## src/rtl/sac_pkg.sv

```systemverilog
// sac_pkg: shared constants and types of the sampling converter control block.
// assumes a 50 MHz pclk; all host pins are asynchronous to it.

package sac_pkg;

  // ****************************************
  // timing
  // ****************************************
  localparam int unsigned CLK_PERIOD_NS = 20;
  // plain default, the analog core itself is not part of this block
  localparam int unsigned CONV_TIME_NS = 4000;
  // longest time, so the count rounds down
  localparam int unsigned CONV_CYCLES = CONV_TIME_NS / CLK_PERIOD_NS;
  localparam int CONV_CNT_W = 8;
  localparam logic [CONV_CNT_W-1:0] CONV_CNT = CONV_CNT_W'(CONV_CYCLES);

  // ****************************************
  // geometry
  // ****************************************
  localparam int CHANNELS = 8;
  localparam int CH_W = 3;
  localparam int RES_W = 16;
  localparam int BUS_W = 16;
  localparam int PTR_W = 4;
  localparam int SER_W = 6;
  localparam logic [SER_W-1:0] SER_FIRST_END = 6'h10;
  localparam logic [RES_W-1:0] RES_RST = 16'h0000;

  // ****************************************
  // shared bus pin positions and enables
  // ****************************************
  localparam int ORDER_BIT = 14;
  localparam int MODE_BIT = 15;
  localparam int SER_A_BIT = 7;
  localparam int SER_B_BIT = 8;
  localparam logic [BUS_W-1:0] OE_ALL_OFF = 16'hffff;
  localparam logic [BUS_W-1:0] OE_ALL_ON = 16'h0000;
  localparam logic [BUS_W-1:0] OE_BYTE = 16'hff00;
  localparam logic [BUS_W-1:0] OE_SER = 16'hfe7f;

  // ****************************************
  // apb register map
  // ****************************************
  localparam int ADDR_W = 12;
  localparam logic [ADDR_W-1:0] CTRL_OFF = 12'h000;
  localparam logic [ADDR_W-1:0] STAT_OFF = 12'h004;
  localparam logic [ADDR_W-1:0] SAMP_BASE = 12'h020;
  localparam logic [ADDR_W-1:0] RES_BASE = 12'h040;
  localparam int CTRL_SRST_BIT = 0;
  localparam int STAT_BUSY_BIT = 0;
  localparam int STAT_MODE_LSB = 1;
  localparam int STAT_PTR_LSB = 4;
  localparam int STAT_FE_BIT = 8;
  localparam int STAT_REF_BIT = 9;
  localparam int STAT_NRST_BIT = 10;

  // ****************************************
  // types
  // ****************************************
  typedef enum logic [2:0] {
    MODE_PAR = 3'b001,
    MODE_BYTE = 3'b010,
    MODE_SER = 3'b100
  } sac_mode_e;

  typedef enum logic [1:0] {
    CS_IDLE = 2'b01,
    CS_CONV = 2'b10
  } sac_conv_e;

  typedef struct packed {
    logic conv_a;
    logic conv_b;
    logic cs_n;
    logic rd_n;
    logic standby_n;
    logic range_sel;
    logic if_sel;
  } sac_pins_s;

  localparam int PINS_W = $bits(sac_pins_s);
  // order {byte_mode, byte_order, pins}: strobes and standby idle high
  localparam logic [PINS_W+1:0] SYNC_RST = 9'h01c;

endpackage

```

## src/rtl/sac_ctrl.sv

```systemverilog
// sac_ctrl: read-out, conversion start and power control of an eight-channel
// simultaneous-sampling converter, with an apb port for samples and status.
// assumes the host drives the pins asynchronously and apb on pclk.
//
// Contract
// RULE_01: parallel mode drives bit 14 on its pin
// RULE_02: byte order pin picks upper or lower first
// RULE_03: host holds byte order pin low serially
// RULE_04: bits 13..9 driven only in parallel mode
// RULE_05: bit 8 parallel and serial, off in byte mode
// RULE_06: serial line b shifts channels five to eight
// RULE_07: bit 7 parallel, serial line a channels 1-4
// RULE_08: byte mode: two reads per result
// RULE_09: bits 6..0 driven in parallel mode
// RULE_10: standby low enters standby or shutdown
// RULE_11: power-down entry acts asynchronously
// RULE_12: standby keeps reference and regulator powered
// RULE_13: host waits after standby exit
// RULE_14: after shutdown a reset precedes conversion
// RULE_15: joined start edges sample all channels
// RULE_16: busy high at most the conversion time
// RULE_17: busy falls once results are stored
// RULE_18: read edges step channels from one
// RULE_19: every channel converted and read out
// RULE_20: first channel flag on first read
// RULE_21: strobes high end frame, outputs released
// RULE_22: interface pins select the read-out mode
// RULE_23: start edges ignored while busy
// RULE_24: chip select rise releases all outputs
// RULE_25: reset clears busy, pointer and pending start
// RULE_26: host avoids starts during power-down
//
// The placing of the registers and the APB slave port are this design's own decisions.
`timescale 1ns/10ps

module sac_ctrl
(
  // clock, reset, enable
  input wire logic pclk,
  input wire logic presetn,
  input wire logic pce,
  // apb slave
  input wire logic psel,
  input wire logic penable,
  input wire logic pwrite,
  input wire logic [sac_pkg::ADDR_W-1:0] paddr,
  input wire logic [31:0] pwdata,
  output logic [31:0] prdata,
  output logic pready,
  output logic pslverr,
  // host pins
  input wire sac_pkg::sac_pins_s pins_i,
  input wire logic [sac_pkg::BUS_W-1:0] bus_i,
  output logic [sac_pkg::BUS_W-1:0] bus_o,
  output logic [sac_pkg::BUS_W-1:0] bus_oe_n,
  output logic first_ch,
  output logic first_ch_oe_n,
  output logic busy,
  // power state
  output logic frontend_pwr_en,
  output logic reference_pwr_en
);
  import sac_pkg::*;

  // ****************************************
  // pin synchronisers
  // ****************************************
  logic [PINS_W+1:0] sync_q;
  sac_pins_s ps;
  logic bm_s;
  logic bo_s;

  sac_sync #(.W(PINS_W+2), .RST(SYNC_RST)) u_sync (
    .clk(pclk),
    .rst_n(presetn),
    .ce(pce),
    .d({bus_i[MODE_BIT], bus_i[ORDER_BIT], pins_i}),
    .q(sync_q)
  );
  assign ps = sync_q[PINS_W-1:0];
  assign bm_s = sync_q[PINS_W+1];
  assign bo_s = sync_q[PINS_W];

  function automatic sac_mode_e mode_of(input logic if_sel, input logic bm);
    if (!if_sel)
      return MODE_PAR;
    else if (bm)
      return MODE_BYTE;
    else
      return MODE_SER;
  endfunction

  // hit flag on top, word index below
  function automatic logic [CH_W:0] win(input logic [ADDR_W-1:0] a,
                                        input logic [ADDR_W-1:0] base);
    return {(a[ADDR_W-1:5] == base[ADDR_W-1:5]) && (a[1:0] == 2'b00), a[4:2]};
  endfunction

  // ****************************************
  // power-down
  // ****************************************
  logic fe_pwr_r;
  logic ref_pwr_r;
  logic fe_clr_n;
  logic ref_clr_n;

  // raw pins clear at once; power returns only on a clock edge
  assign fe_clr_n = presetn & pins_i.standby_n; // RULE_10 RULE_11
  assign ref_clr_n = presetn & (pins_i.standby_n | pins_i.range_sel); // RULE_12

  always_ff @(posedge pclk or negedge fe_clr_n)
  begin
    if (!fe_clr_n)
      fe_pwr_r <= 1'b0;
    else if (pce)
      fe_pwr_r <= 1'b1;
  end

  always_ff @(posedge pclk or negedge ref_clr_n)
  begin
    if (!ref_clr_n)
      ref_pwr_r <= 1'b0;
    else if (pce)
      ref_pwr_r <= 1'b1;
  end

  // ****************************************
  // conversion
  // ****************************************
  sac_conv_e st_r, st_nxt;
  logic [CONV_CNT_W-1:0] cnt_r, cnt_nxt;
  logic seen_a_r, seen_a_nxt, seen_b_r, seen_b_nxt, ca_q, cb_q;
  logic nrst_r, nrst_nxt, busy_r, busy_nxt, done, srst;
  logic [RES_W-1:0] samp_r [CHANNELS];
  logic [RES_W-1:0] samp_nxt [CHANNELS];
  logic [RES_W-1:0] hold_r [CHANNELS];
  logic [RES_W-1:0] hold_nxt [CHANNELS];
  logic [RES_W-1:0] res_r [CHANNELS];
  logic [RES_W-1:0] res_nxt [CHANNELS];

  always_comb
  begin
    st_nxt = st_r;
    cnt_nxt = cnt_r;
    seen_a_nxt = seen_a_r | (ps.conv_a & ~ca_q);
    seen_b_nxt = seen_b_r | (ps.conv_b & ~cb_q);
    hold_nxt = hold_r;
    res_nxt = res_r;
    done = 1'b0;
    // a shutdown level seen at any edge wins over the clearing reset
    nrst_nxt = (~ps.standby_n & ~ps.range_sel) | (nrst_r & ~srst); // RULE_14
    case (st_r)
      CS_IDLE:
      begin
        if (!fe_pwr_r || nrst_r)
        begin
          seen_a_nxt = 1'b0;
          seen_b_nxt = 1'b0;
        end
        else if (seen_a_nxt && seen_b_nxt) // RULE_15
        begin
          st_nxt = CS_CONV;
          cnt_nxt = CONV_CNT - CONV_CNT_W'(1);
          hold_nxt = samp_r;
          seen_a_nxt = 1'b0;
          seen_b_nxt = 1'b0;
        end
      end
      CS_CONV:
      begin
        seen_a_nxt = 1'b0; // RULE_23
        seen_b_nxt = 1'b0; // RULE_23
        // dropping power aborts and keeps the previous results
        if (!fe_pwr_r)
          st_nxt = CS_IDLE;
        else if (cnt_r == '0)
        begin
          st_nxt = CS_IDLE;
          res_nxt = hold_r; // RULE_17 RULE_19
          done = 1'b1;
        end
        else
          cnt_nxt = cnt_r - CONV_CNT_W'(1);
      end
      default: st_nxt = CS_IDLE;
    endcase
    if (srst)
    begin
      st_nxt = CS_IDLE;
      seen_a_nxt = 1'b0;
      seen_b_nxt = 1'b0;
    end
    busy_nxt = (st_nxt == CS_CONV); // RULE_16
  end

  always_ff @(posedge pclk or negedge presetn)
  begin
    if (!presetn)
    begin
      st_r <= CS_IDLE; // RULE_25
      cnt_r <= '0;
      seen_a_r <= 1'b0;
      seen_b_r <= 1'b0;
      ca_q <= 1'b0;
      cb_q <= 1'b0;
      nrst_r <= 1'b0;
      busy_r <= 1'b0;
      for (int i = 0; i < CHANNELS; i++)
      begin
        hold_r[i] <= RES_RST;
        res_r[i] <= RES_RST;
      end
    end
    else if (pce)
    begin
      st_r <= st_nxt;
      cnt_r <= cnt_nxt;
      seen_a_r <= seen_a_nxt;
      seen_b_r <= seen_b_nxt;
      ca_q <= ps.conv_a;
      cb_q <= ps.conv_b;
      nrst_r <= nrst_nxt;
      busy_r <= busy_nxt;
      hold_r <= hold_nxt;
      res_r <= res_nxt;
    end
  end

  // ****************************************
  // read-out frame
  // ****************************************
  sac_mode_e mode_r, mode_nxt;
  logic [PTR_W-1:0] ptr_r, ptr_nxt;
  logic [SER_W-1:0] ser_r, ser_nxt;
  logic [BUS_W-1:0] bus_o_r, bus_o_nxt, oe_r, oe_nxt;
  logic flag_r, flag_nxt, foe_r, foe_nxt;
  logic strb_q, cs_q, rd_q, strb_n, fall, cs_rise, cs_fall, sclk_rise, upper;
  logic [RES_W-1:0] word;
  logic [CH_W-1:0] rch;

  assign strb_n = ps.cs_n | ps.rd_n;
  assign fall = strb_q & ~strb_n;
  assign cs_rise = ps.cs_n & ~cs_q;
  assign cs_fall = ~ps.cs_n & cs_q;
  assign sclk_rise = ps.rd_n & ~rd_q & ~ps.cs_n;

  always_comb
  begin
    mode_nxt = mode_of(ps.if_sel, bm_s); // RULE_22
    ptr_nxt = ptr_r;
    ser_nxt = ser_r;
    bus_o_nxt = bus_o_r;
    oe_nxt = oe_r;
    flag_nxt = flag_r;
    foe_nxt = foe_r;
    rch = (mode_r == MODE_BYTE) ? ptr_r[PTR_W-1:1] : ptr_r[CH_W-1:0];
    word = res_r[rch];
    upper = ptr_r[0] ^ bo_s; // RULE_02
    if (cs_fall)
    begin
      foe_nxt = 1'b0;
      flag_nxt = 1'b0;
    end
    case (mode_r)
      MODE_PAR:
      begin
        if (fall)
        begin
          bus_o_nxt = word; // RULE_01 RULE_04 RULE_05 RULE_07 RULE_09
          oe_nxt = OE_ALL_ON;
          flag_nxt = (ptr_r == '0); // RULE_20
          ptr_nxt = ptr_r + PTR_W'(1); // RULE_18 RULE_19
        end
        else if (strb_n)
          oe_nxt = OE_ALL_OFF;
      end
      MODE_BYTE:
      begin
        if (fall)
        begin
          // upper pins stay released: bits 15 and 14 are inputs here
          bus_o_nxt = {8'h00, upper ? word[15:8] : word[7:0]}; // RULE_08
          oe_nxt = OE_BYTE; // RULE_05
          flag_nxt = (ptr_r[PTR_W-1:1] == '0); // RULE_20
          ptr_nxt = ptr_r + PTR_W'(1); // RULE_18
        end
        else if (strb_n)
          oe_nxt = OE_ALL_OFF;
      end
      default:
      begin
        if (cs_fall)
          ser_nxt = '0;
        else if (sclk_rise)
          ser_nxt = ser_r + SER_W'(1);
        if (cs_fall || sclk_rise)
        begin
          bus_o_nxt = '0;
          bus_o_nxt[SER_A_BIT] = res_r[{1'b0, ser_nxt[5:4]}][~ser_nxt[3:0]]; // RULE_07
          bus_o_nxt[SER_B_BIT] = res_r[{1'b1, ser_nxt[5:4]}][~ser_nxt[3:0]]; // RULE_06
          oe_nxt = OE_SER;
          flag_nxt = (ser_nxt < SER_FIRST_END);
        end
      end
    endcase
    if (cs_rise || srst)
    begin
      oe_nxt = OE_ALL_OFF; // RULE_21 RULE_24
      foe_nxt = 1'b1; // RULE_21
    end
    if (done || srst)
    begin
      ptr_nxt = '0; // RULE_18 RULE_25
      ser_nxt = '0;
    end
  end

  always_ff @(posedge pclk or negedge presetn)
  begin
    if (!presetn)
    begin
      mode_r <= MODE_PAR;
      ptr_r <= '0; // RULE_25
      ser_r <= '0;
      bus_o_r <= '0;
      oe_r <= OE_ALL_OFF; // RULE_25
      flag_r <= 1'b0;
      foe_r <= 1'b1;
      strb_q <= 1'b1;
      cs_q <= 1'b1;
      rd_q <= 1'b1;
    end
    else if (pce)
    begin
      mode_r <= mode_nxt;
      ptr_r <= ptr_nxt;
      ser_r <= ser_nxt;
      bus_o_r <= bus_o_nxt;
      oe_r <= oe_nxt;
      flag_r <= flag_nxt;
      foe_r <= foe_nxt;
      strb_q <= strb_n;
      cs_q <= ps.cs_n;
      rd_q <= ps.rd_n;
    end
  end

  // ****************************************
  // apb slave
  // ****************************************
  logic rdy_r, rdy_nxt, err_r, err_nxt, setup, acc;
  logic [31:0] rdata_r, rdata_nxt;
  logic [CH_W:0] w_s, w_r;

  // answer one cycle after setup: no wait states beyond the access phase
  assign setup = psel & ~penable & ~rdy_r;
  assign acc = psel & penable & rdy_r;
  assign w_s = win(paddr, SAMP_BASE);
  assign w_r = win(paddr, RES_BASE);
  assign srst = acc & pwrite & (paddr == CTRL_OFF) & pwdata[CTRL_SRST_BIT]; // RULE_14

  always_comb
  begin
    rdy_nxt = setup;
    rdata_nxt = rdata_r;
    err_nxt = err_r;
    samp_nxt = samp_r;
    if (setup)
    begin
      rdata_nxt = '0;
      err_nxt = 1'b0;
      if (paddr == CTRL_OFF)
        rdata_nxt = '0;
      else if (paddr == STAT_OFF)
      begin
        rdata_nxt[STAT_BUSY_BIT] = busy_r;
        rdata_nxt[STAT_MODE_LSB +: 3] = mode_r;
        rdata_nxt[STAT_PTR_LSB +: PTR_W] = ptr_r;
        rdata_nxt[STAT_FE_BIT] = fe_pwr_r;
        rdata_nxt[STAT_REF_BIT] = ref_pwr_r;
        rdata_nxt[STAT_NRST_BIT] = nrst_r;
      end
      else if (w_s[CH_W])
        rdata_nxt[RES_W-1:0] = samp_r[w_s[CH_W-1:0]];
      else if (w_r[CH_W])
        rdata_nxt[RES_W-1:0] = res_r[w_r[CH_W-1:0]];
      else
        err_nxt = 1'b1;
    end
    if (acc && pwrite && w_s[CH_W])
      samp_nxt[w_s[CH_W-1:0]] = pwdata[RES_W-1:0];
  end

  always_ff @(posedge pclk or negedge presetn)
  begin
    if (!presetn)
    begin
      rdy_r <= 1'b0;
      err_r <= 1'b0;
      rdata_r <= '0;
      for (int i = 0; i < CHANNELS; i++)
        samp_r[i] <= RES_RST;
    end
    else if (pce)
    begin
      rdy_r <= rdy_nxt;
      err_r <= err_nxt;
      rdata_r <= rdata_nxt;
      samp_r <= samp_nxt;
    end
  end

  assign prdata = rdata_r;
  assign pready = rdy_r;
  assign pslverr = err_r;
  assign bus_o = bus_o_r;
  assign bus_oe_n = oe_r;
  assign first_ch = flag_r;
  assign first_ch_oe_n = foe_r;
  assign busy = busy_r;
  assign frontend_pwr_en = fe_pwr_r;
  assign reference_pwr_en = ref_pwr_r;

  logic [CONV_CNT_W:0] blen_r;
  always_ff @(posedge pclk or negedge presetn)
  begin
    if (!presetn)
      blen_r <= '0;
    else if (pce)
      blen_r <= busy_r ? blen_r + (CONV_CNT_W+1)'(1) : '0;
  end
endmodule // sac_ctrl

```

## src/rtl/sac_sync.sv

```systemverilog
// sac_sync: two-stage synchroniser for a vector of asynchronous pins.
// assumes the bits are independent levels; no bus coherence is given.
`timescale 1ns/10ps

module sac_sync
#(
  parameter int W = 1,
  parameter logic [W-1:0] RST = '0
)
(
  // clock, reset, enable
  input wire logic clk,
  input wire logic rst_n,
  input wire logic ce,
  // levels
  input wire logic [W-1:0] d,
  output logic [W-1:0] q
);

  logic [W-1:0] meta_r;
  logic [W-1:0] meta_nxt;
  logic [W-1:0] q_r;
  logic [W-1:0] q_nxt;

  // first stage feeds the second stage only
  always_comb
  begin
    meta_nxt = ce ? d : meta_r;
    q_nxt = ce ? meta_r : q_r;
  end

  always_ff @(posedge clk or negedge rst_n)
  begin
    if (!rst_n)
    begin
      meta_r <= RST;
      q_r <= RST;
    end
    else
    begin
      meta_r <= meta_nxt;
      q_r <= q_nxt;
    end
  end

  assign q = q_r;

endmodule // sac_sync

```

## config.mk

```make
export PLATFORM = sky130hd
export DESIGN_NAME = sac_ctrl
export DESIGN_NICKNAME = d
export VERILOG_FILES = /design/src/rtl/sac_pkg.sv /design/src/rtl/sac_ctrl.sv /design/src/rtl/sac_sync.sv
export SDC_FILE = /design/constraint.sdc
export NUM_CORES = 1
export LEC_CHECK = 0
export CAP_MARGIN = 20
export CORE_AREA = 2 2 258 183
export CTS_BUF_LIST = sky130_fd_sc_hd__clkbuf_16
export DETAILED_ROUTE_END_ITERATION = 16
export DIE_AREA = 0 0 260 185
export DONT_BUFFER_PORTS = 1
export PLACE_DENSITY = 0.67
export SLEW_MARGIN = 20
export SYNTH_ARGS = -nofsm -noshare
export SYNTH_HDL_FRONTEND = slang
export SYNTH_SLANG_ARGS = --single-unit
export TNS_END_PERCENT = 5
```

## constraint.sdc

```tcl
create_clock -name pclk -period 4.27 [get_ports pclk]
set_clock_uncertainty 0.2 [all_clocks]
set_input_delay 0.6405 -clock pclk [delete_from_list [all_inputs] [get_ports pclk]]
set_output_delay 0.6405 -clock pclk [all_outputs]
set_load 0.005 [all_outputs]
```

=== Yosys cells after proc, flatten, opt, wreduce, memory -nomap -nowiden ===
Cells that the tools add are included.

* Memory bits (writable): 0
* Memory bits (read-only): 0
* Register bits: 488
* Memories kept: 0
* Word-level logic and storage cells: 230
* Bits in latches: 0

* Magnitude comparators: 7
* Bitwise operators: 41
* Div/mod/pow operators: 0
* Eq/ne operators: 15
* Reduce and logical (&&, ||, !) cells: 33
* Shift operators: 0
* Multiply operators: 0
* Multiplexer cells: 82
* $add $sub $neg: 3

{| class="wikitable"
|+ Operator list
! cell !! count
|-
| $mux 16 || 22
|-
| $bmux 16 s3 || 5
|-
| $bwmux 128 || 1
|-
| $pmux 16 s2 || 2
|-
| $demux 16 s3 || 1
|-
| $mux 8 || 5
|-
| $mux 6 || 5
|-
| $mux 1 || 21
|-
| $and 1x1->1 || 18
|-
| $ge 4x4->1 const B || 4
|-
| $pmux 8 s2 || 1
|-
| $eq 12x3->1 const B || 1
|-
| $logic_not 12->1 || 1
|-
| $mux 4 || 3
|-
| $ne 2x2->1 const B || 6
|-
| $not 1->1 || 12
|-
| $not 3->4 || 3
|-
| $reduce_and 4->1 || 3
|-
| $mux 11 || 1
|-
| $mux 2 || 5
|-
| $reduce_and 2->1 || 5
|-
| $mux 3 || 3
|-
| $bmux 1 s4 || 2
|-
| $logic_not 8->1 || 1
|-
| 32 further kinds || 50
|}

=== Logic depth before layout (Yosys ltp) ===
* Depth after elaboration: 14
* Mapped depth: 11

=== By module ===
From an unflattened synthesis, not the netlist that was laid out.

* Cell total of the unflattened synthesis: 1907
* Area total of the unflattened synthesis: 23958.0 µm²

{| class="wikitable"
|+ Modules (own cells, without submodules)
! module !! cells an instance !! area each (µm²) !! instances !! sequential area each (µm²)
|-
| sac_ctrl || 1869 || 23228.5 || 1 || 11788.8
|-
| sac_sync || 38 || 729.4 || 1 || 457.9
|}

=== Least setup slack after synthesis ===
OpenSTA, ideal clock, no wires.

* Path kind: input -> register
* From: input paddr[9] in the netlist's numbering
* To: register samp_r[53] in the netlist's numbering
* Path buffers: 2
* Slack: 0.900 ns
* Data required time: 3.945 ns
* Cell stages on the path: 8
* Arrival: 3.045 ns
* Setup time: 0.125 ns
* Cell sequence: or4_4 nor3_4 nand2_4 or4_4 buf_6 nor3b_4 buf_12 mux2_4

* Longest elaborated chain between the ends: 4

{| class="wikitable"
|+ RTL lines
! what !! RTL line !! source
|-
| start: declaration || sac_ctrl.sv:46 || <nowiki>input wire logic [sac_pkg::ADDR_W-1:0] paddr,</nowiki>
|-
| $eq 7x1->1 || sac_ctrl.sv:96 || <nowiki>return {(a[ADDR_W-1:5] == base[ADDR_W-1:5]) && (a[1:0] == 2'b00), a[4:2]};</nowiki>
|-
| $logic_and 1x1->1 || sac_ctrl.sv:96 ||
|-
| $logic_and 1x1->1 || sac_ctrl.sv:390 || <nowiki>if (acc && pwrite && w_s[CH_W])</nowiki>
|-
| $reduce_and 2->1 (no line) || -- ||
|-
| end signal: assignment || sac_ctrl.sv:409 || <nowiki>samp_r <= samp_nxt;</nowiki>
|-
| end: declaration || sac_ctrl.sv:134 || <nowiki>logic [RES_W-1:0] samp_r [CHANNELS];</nowiki>
|}

No other way between the ends.
A chain may end at the register's enable or synchronous reset.

=== Worst setup path after layout ===
* From: register u_sync.q_r[3], in the netlist u_sync.q[3]
* To: register bus_o_r[8], in the netlist bus_o[8]

* Longest elaborated chain between the ends: 13
* Elaborated cells between the ends (all ways): 22
* Those cells by class: 2 x eq/ne; 10 x mux; 7 x bitwise; 3 x reduce/logical

{| class="wikitable"
|+ RTL lines
! what !! RTL line !! source
|-
| start: declaration || sac_sync.sv:22 || <nowiki>logic [W-1:0] q_r;</nowiki>
|-
| start signal: assignment || sac_sync.sv:42 || <nowiki>q_r <= q_nxt;</nowiki>
|-
| $and 1x1->1 (2 in a row) || sac_ctrl.sv:245 || <nowiki>assign sclk_rise = ps.rd_n & ~rd_q & ~ps.cs_n;</nowiki>
|-
| $mux 6 || sac_ctrl.sv:294 || <nowiki>else if (sclk_rise)</nowiki>
|-
| $mux 6 || sac_ctrl.sv:292 || <nowiki>if (cs_fall)</nowiki>
|-
| $mux 6 || sac_ctrl.sv:264 || <nowiki>case (mode_r)</nowiki>
|-
| $not 3->4 (not written as such) || sac_ctrl.sv:300 || <nowiki>bus_o_nxt[SER_B_BIT] = res_r[{1'b1, ser_nxt[5:4]}][~ser_nxt[3:0]];</nowiki>
|-
| $bmux 16 s3 || sac_ctrl.sv:300 ||
|-
| $mux 16 (not written as such) (2 in a row) || sac_ctrl.sv:300 ||
|-
| $bmux 1 s4 || sac_ctrl.sv:300 ||
|-
| $mux 1 (not written as such) || sac_ctrl.sv:300 ||
|-
| $mux 16 || sac_ctrl.sv:296 || <nowiki>if (cs_fall || sclk_rise)</nowiki>
|-
| $pmux 16 s2 || sac_ctrl.sv:264 ||
|-
| end signal: assignment || sac_ctrl.sv:338 || <nowiki>bus_o_r <= bus_o_nxt;</nowiki>
|-
| end: declaration || sac_ctrl.sv:235 || <nowiki>logic [BUS_W-1:0] bus_o_r, bus_o_nxt, oe_r, oe_nxt;</nowiki>
|}

Several ways; a longest one is shown, not always the timed one. The select of a mux whose other input is x is not followed.

==> metrics.cfg <==
[run_status]
status = complete, but fails checks
violations = negative hold slack, max-slew violations

[sta]
hold_slack_ps = -418
maxSlewHeadroom = -0.288
rsz0062_at_grt = false
hold_viol = 425
fin_crit_ps = 3750
maxSlewViolCount = 212
fmax_mhz = 267
tightest_slew_ps = 1930
fin_setup_tns_ps = 0
setup_viol = 0
fin_crit_sh = 0.878

[floorplan]
ioPinCount = 144
die_y_um = 185
start_util = 0.513
die_area_um2 = 48100
rows = 66
dieWidth_um = 260
core_um2 = 45800

[clock_tree]
cts_tree = done
post_cts_resized = 0
cts.sinks = 488
postCtsSetupRepairBufs = 0
clkTransAtPathRegs_ps = 70
cts_root_buf = clkbuf_16
worstSkewPairLatency_ps = 570
cts_made_buffers = 46
h-tree-depth = 2
cts_max_path_buffers = 3

[logic_synthesis]
synth_top_flop_cell = dfrtp_1
avgSynthCellArea_um2 = 13.9
synth_cells = 1692
ys_types = 78
synth_warnings = 0
async_flop_share = 1.00
synthesis.area_um2 = 23500
synth.most_common_cell = dfrtp_1
synth_top_cell_by_area = dfrtp_1
synth_area_leaders = dfrtp_1 49%, mux2_2 19%, mux4_2 9.5%
synth_edf_count = 0
synthTopCellsByCount = 460 x dfrtp_1, 390 x mux2_2, 112 x nand2_1
synth.top_cell.area_share = 0.490
yosysSeqAreaShare = 0.521
ys_seq_elements = 488

[critical_path]
r2r_cells = 9
cpPeakStageDelay_ps = 610
critPathArrivalTime_ps = 4010
path_depth = 9
worstSetupPathType = register to register
crit_buf_inv = 1
critPathLaunchType = register
critPathCaptureType = register
cp_max_fo = 14
worstPathCellList = nand4bb_2, or4_1, nand2_2, buf_4, mux2_2, a2111o_1, a21oi_1, nor4_1, a211o_1
cp_top_family = simple AND/OR/NAND/NOR gates
critPathSlowestCell = dfstp_2
critPathRequiredTime_ps = 4530

[final_layout]
register_area_um2 = 12200
drive_gt1_frac = 0.380
multi_input_area_um2 = 10700
area_growth_syn_to_layout_pct = 9.75
nets = 1766
filler_cell_count = 3713
diodes = 0

[route]
wl_met1_um = 28700
wl_met3_um = 5300
num_vias = 14700
wl_per_cell_um = 26.8
vias_per_cell = 6.31
final_antenna_net_count = 0
top_layer = met4
drt_iter0_drc = 1368
wirelength_um = 62700
drcViolationCount = 0
dr.pass1.iters = 5
wl_met2_um = 26700

[global_route]
grt_use_total = 0.267
overflow = 0
grt_pass1_vias = 14900
antenna_found_initial = 0
grt_pass1_wl_um = 95700
grt_max_degree = 489

[flow_run]
maxCapViolations = 0

[worst_hold_path]
hold_path.class = input pin to async pin

[power]
vdd_drop_max_mv = 0.296
cellPowerDensity_nw_per_um2 = 398
p_leak_nw = 12.1

[placement]
io_buffers = 0
dpl.hpwl_um = 40300
gp_congestion = 0.889

-- final timing paths --
path	start	slack, ps	end
min in group pclk	pwdata[5]	20	samp_r[53]$_DFFE_PN0P_
max in group asynchronous	presetn	2760	res_r[50]$_DFFE_PN0P_
setup / recovery	u_sync.q[3]$_DFFE_PN1P_	520	bus_o[8]$_DFFE_PN0P_
hold reg to reg	u_sync.q[8]$_DFFE_PN0P_	250	mode_r[2]$_DFFE_PN0P_
setup reg to reg	u_sync.q[3]$_DFFE_PN1P_	520	bus_o[8]$_DFFE_PN0P_
hold / removal	presetn	-420	res_r[66]$_DFFE_PN0P_
-- report_power, final --
group,internal (mW),total (mW),switching [mW]
Combinational,0.484,1.12,0.640
Clock,2.31,4.11,1.80
Sequential,4.82,5.03,0.210
Total,7.61,10.3,2.65
-- flip-flops by register name, summed over array words and instances (netlist names), 2 cells and up --
register / flops
hold_r: 128
u_sync.meta_r: 9
samp_r: 128
st_r: 2
bus_oe_n: 16
prdata: 16
cnt_r: 8
mode_r: 3
bus_o: 16
res_r: 128
ser_r: 6
ptr_r: 4
u_sync.q: 9
-- cell usage in the layout (no fill, tap or decap), drive strengths merged, types with 4 or more instances in the layout --
master and instances:
or4 4, nand2 114, a21o 11, dfrtp 460, buf 32, and3 7
a22o 12, o211ai 8, o221ai 10, dlygate4sd3 21, mux4 99, xor2 5
dfstp 28, mux2i 85, bufinv 4, inv 27, a221oi 6, and2 5
clkinv 19, nor2b 8, a32oi 4, or3 5, a221o 11, nand2b 7
mux2 411, a211oi 4, ha 6, clkbuf 49, o21ai 53, o22ai 12
a21oi 26, nor3 8, nor2 51, conb 16, nor4 8, a31oi 14
nand3 18
-- stage by stage --
stage	cell area, um2	setup WS, ps	util	cells	power (mW)
final	25800	522	0.563	2335	10.3
after CTS	25800	568	0.562	2333	10.3
after global placement	24100	631	0.526	2230	6.17
after floorplan	23600	900	-	1707	5.90
after global routing	25800	445	0.563	2335	10.6
after detailed placement	24100	546	0.526	2230	6.19
-- cell families after synthesis --
family	Yosys count	share of synthesized area
compound gates	204	0.0600
xor+xnor	7	0.00261
fa+ha+maj	6	0.00319
buf+inv	136	0.0275
flops	488	0.521
mux	595	0.332
other cells	1	0.000160
simple gates	255	0.0540
-- metal layers --
metal  GRT usage  up-vias
li1            -     6304
met1       0.399     7778
met2       0.381      547
met3      0.0694       98
met4      0.0853        0
met5           0        -
-- what timing repair did --
action                     in CTS  in global routing
hold buffers                   19                  2
setup endpoints to repair       0                  0
hold endpoints to repair      553                488
-- area by class of cell --
cell class / count / area share
clock buffers: 49 / 0.0475
well taps: 612 / 0.0297
multi-input cells: 1083 / 0.416
inverters: 15 / 0.00218
clock inverters: 35 / 0.00999
flip-flops and latches: 488 / 0.475
repair buffers: 53 / 0.0204
No activity file was read; power rests on OpenSTA's default activity.
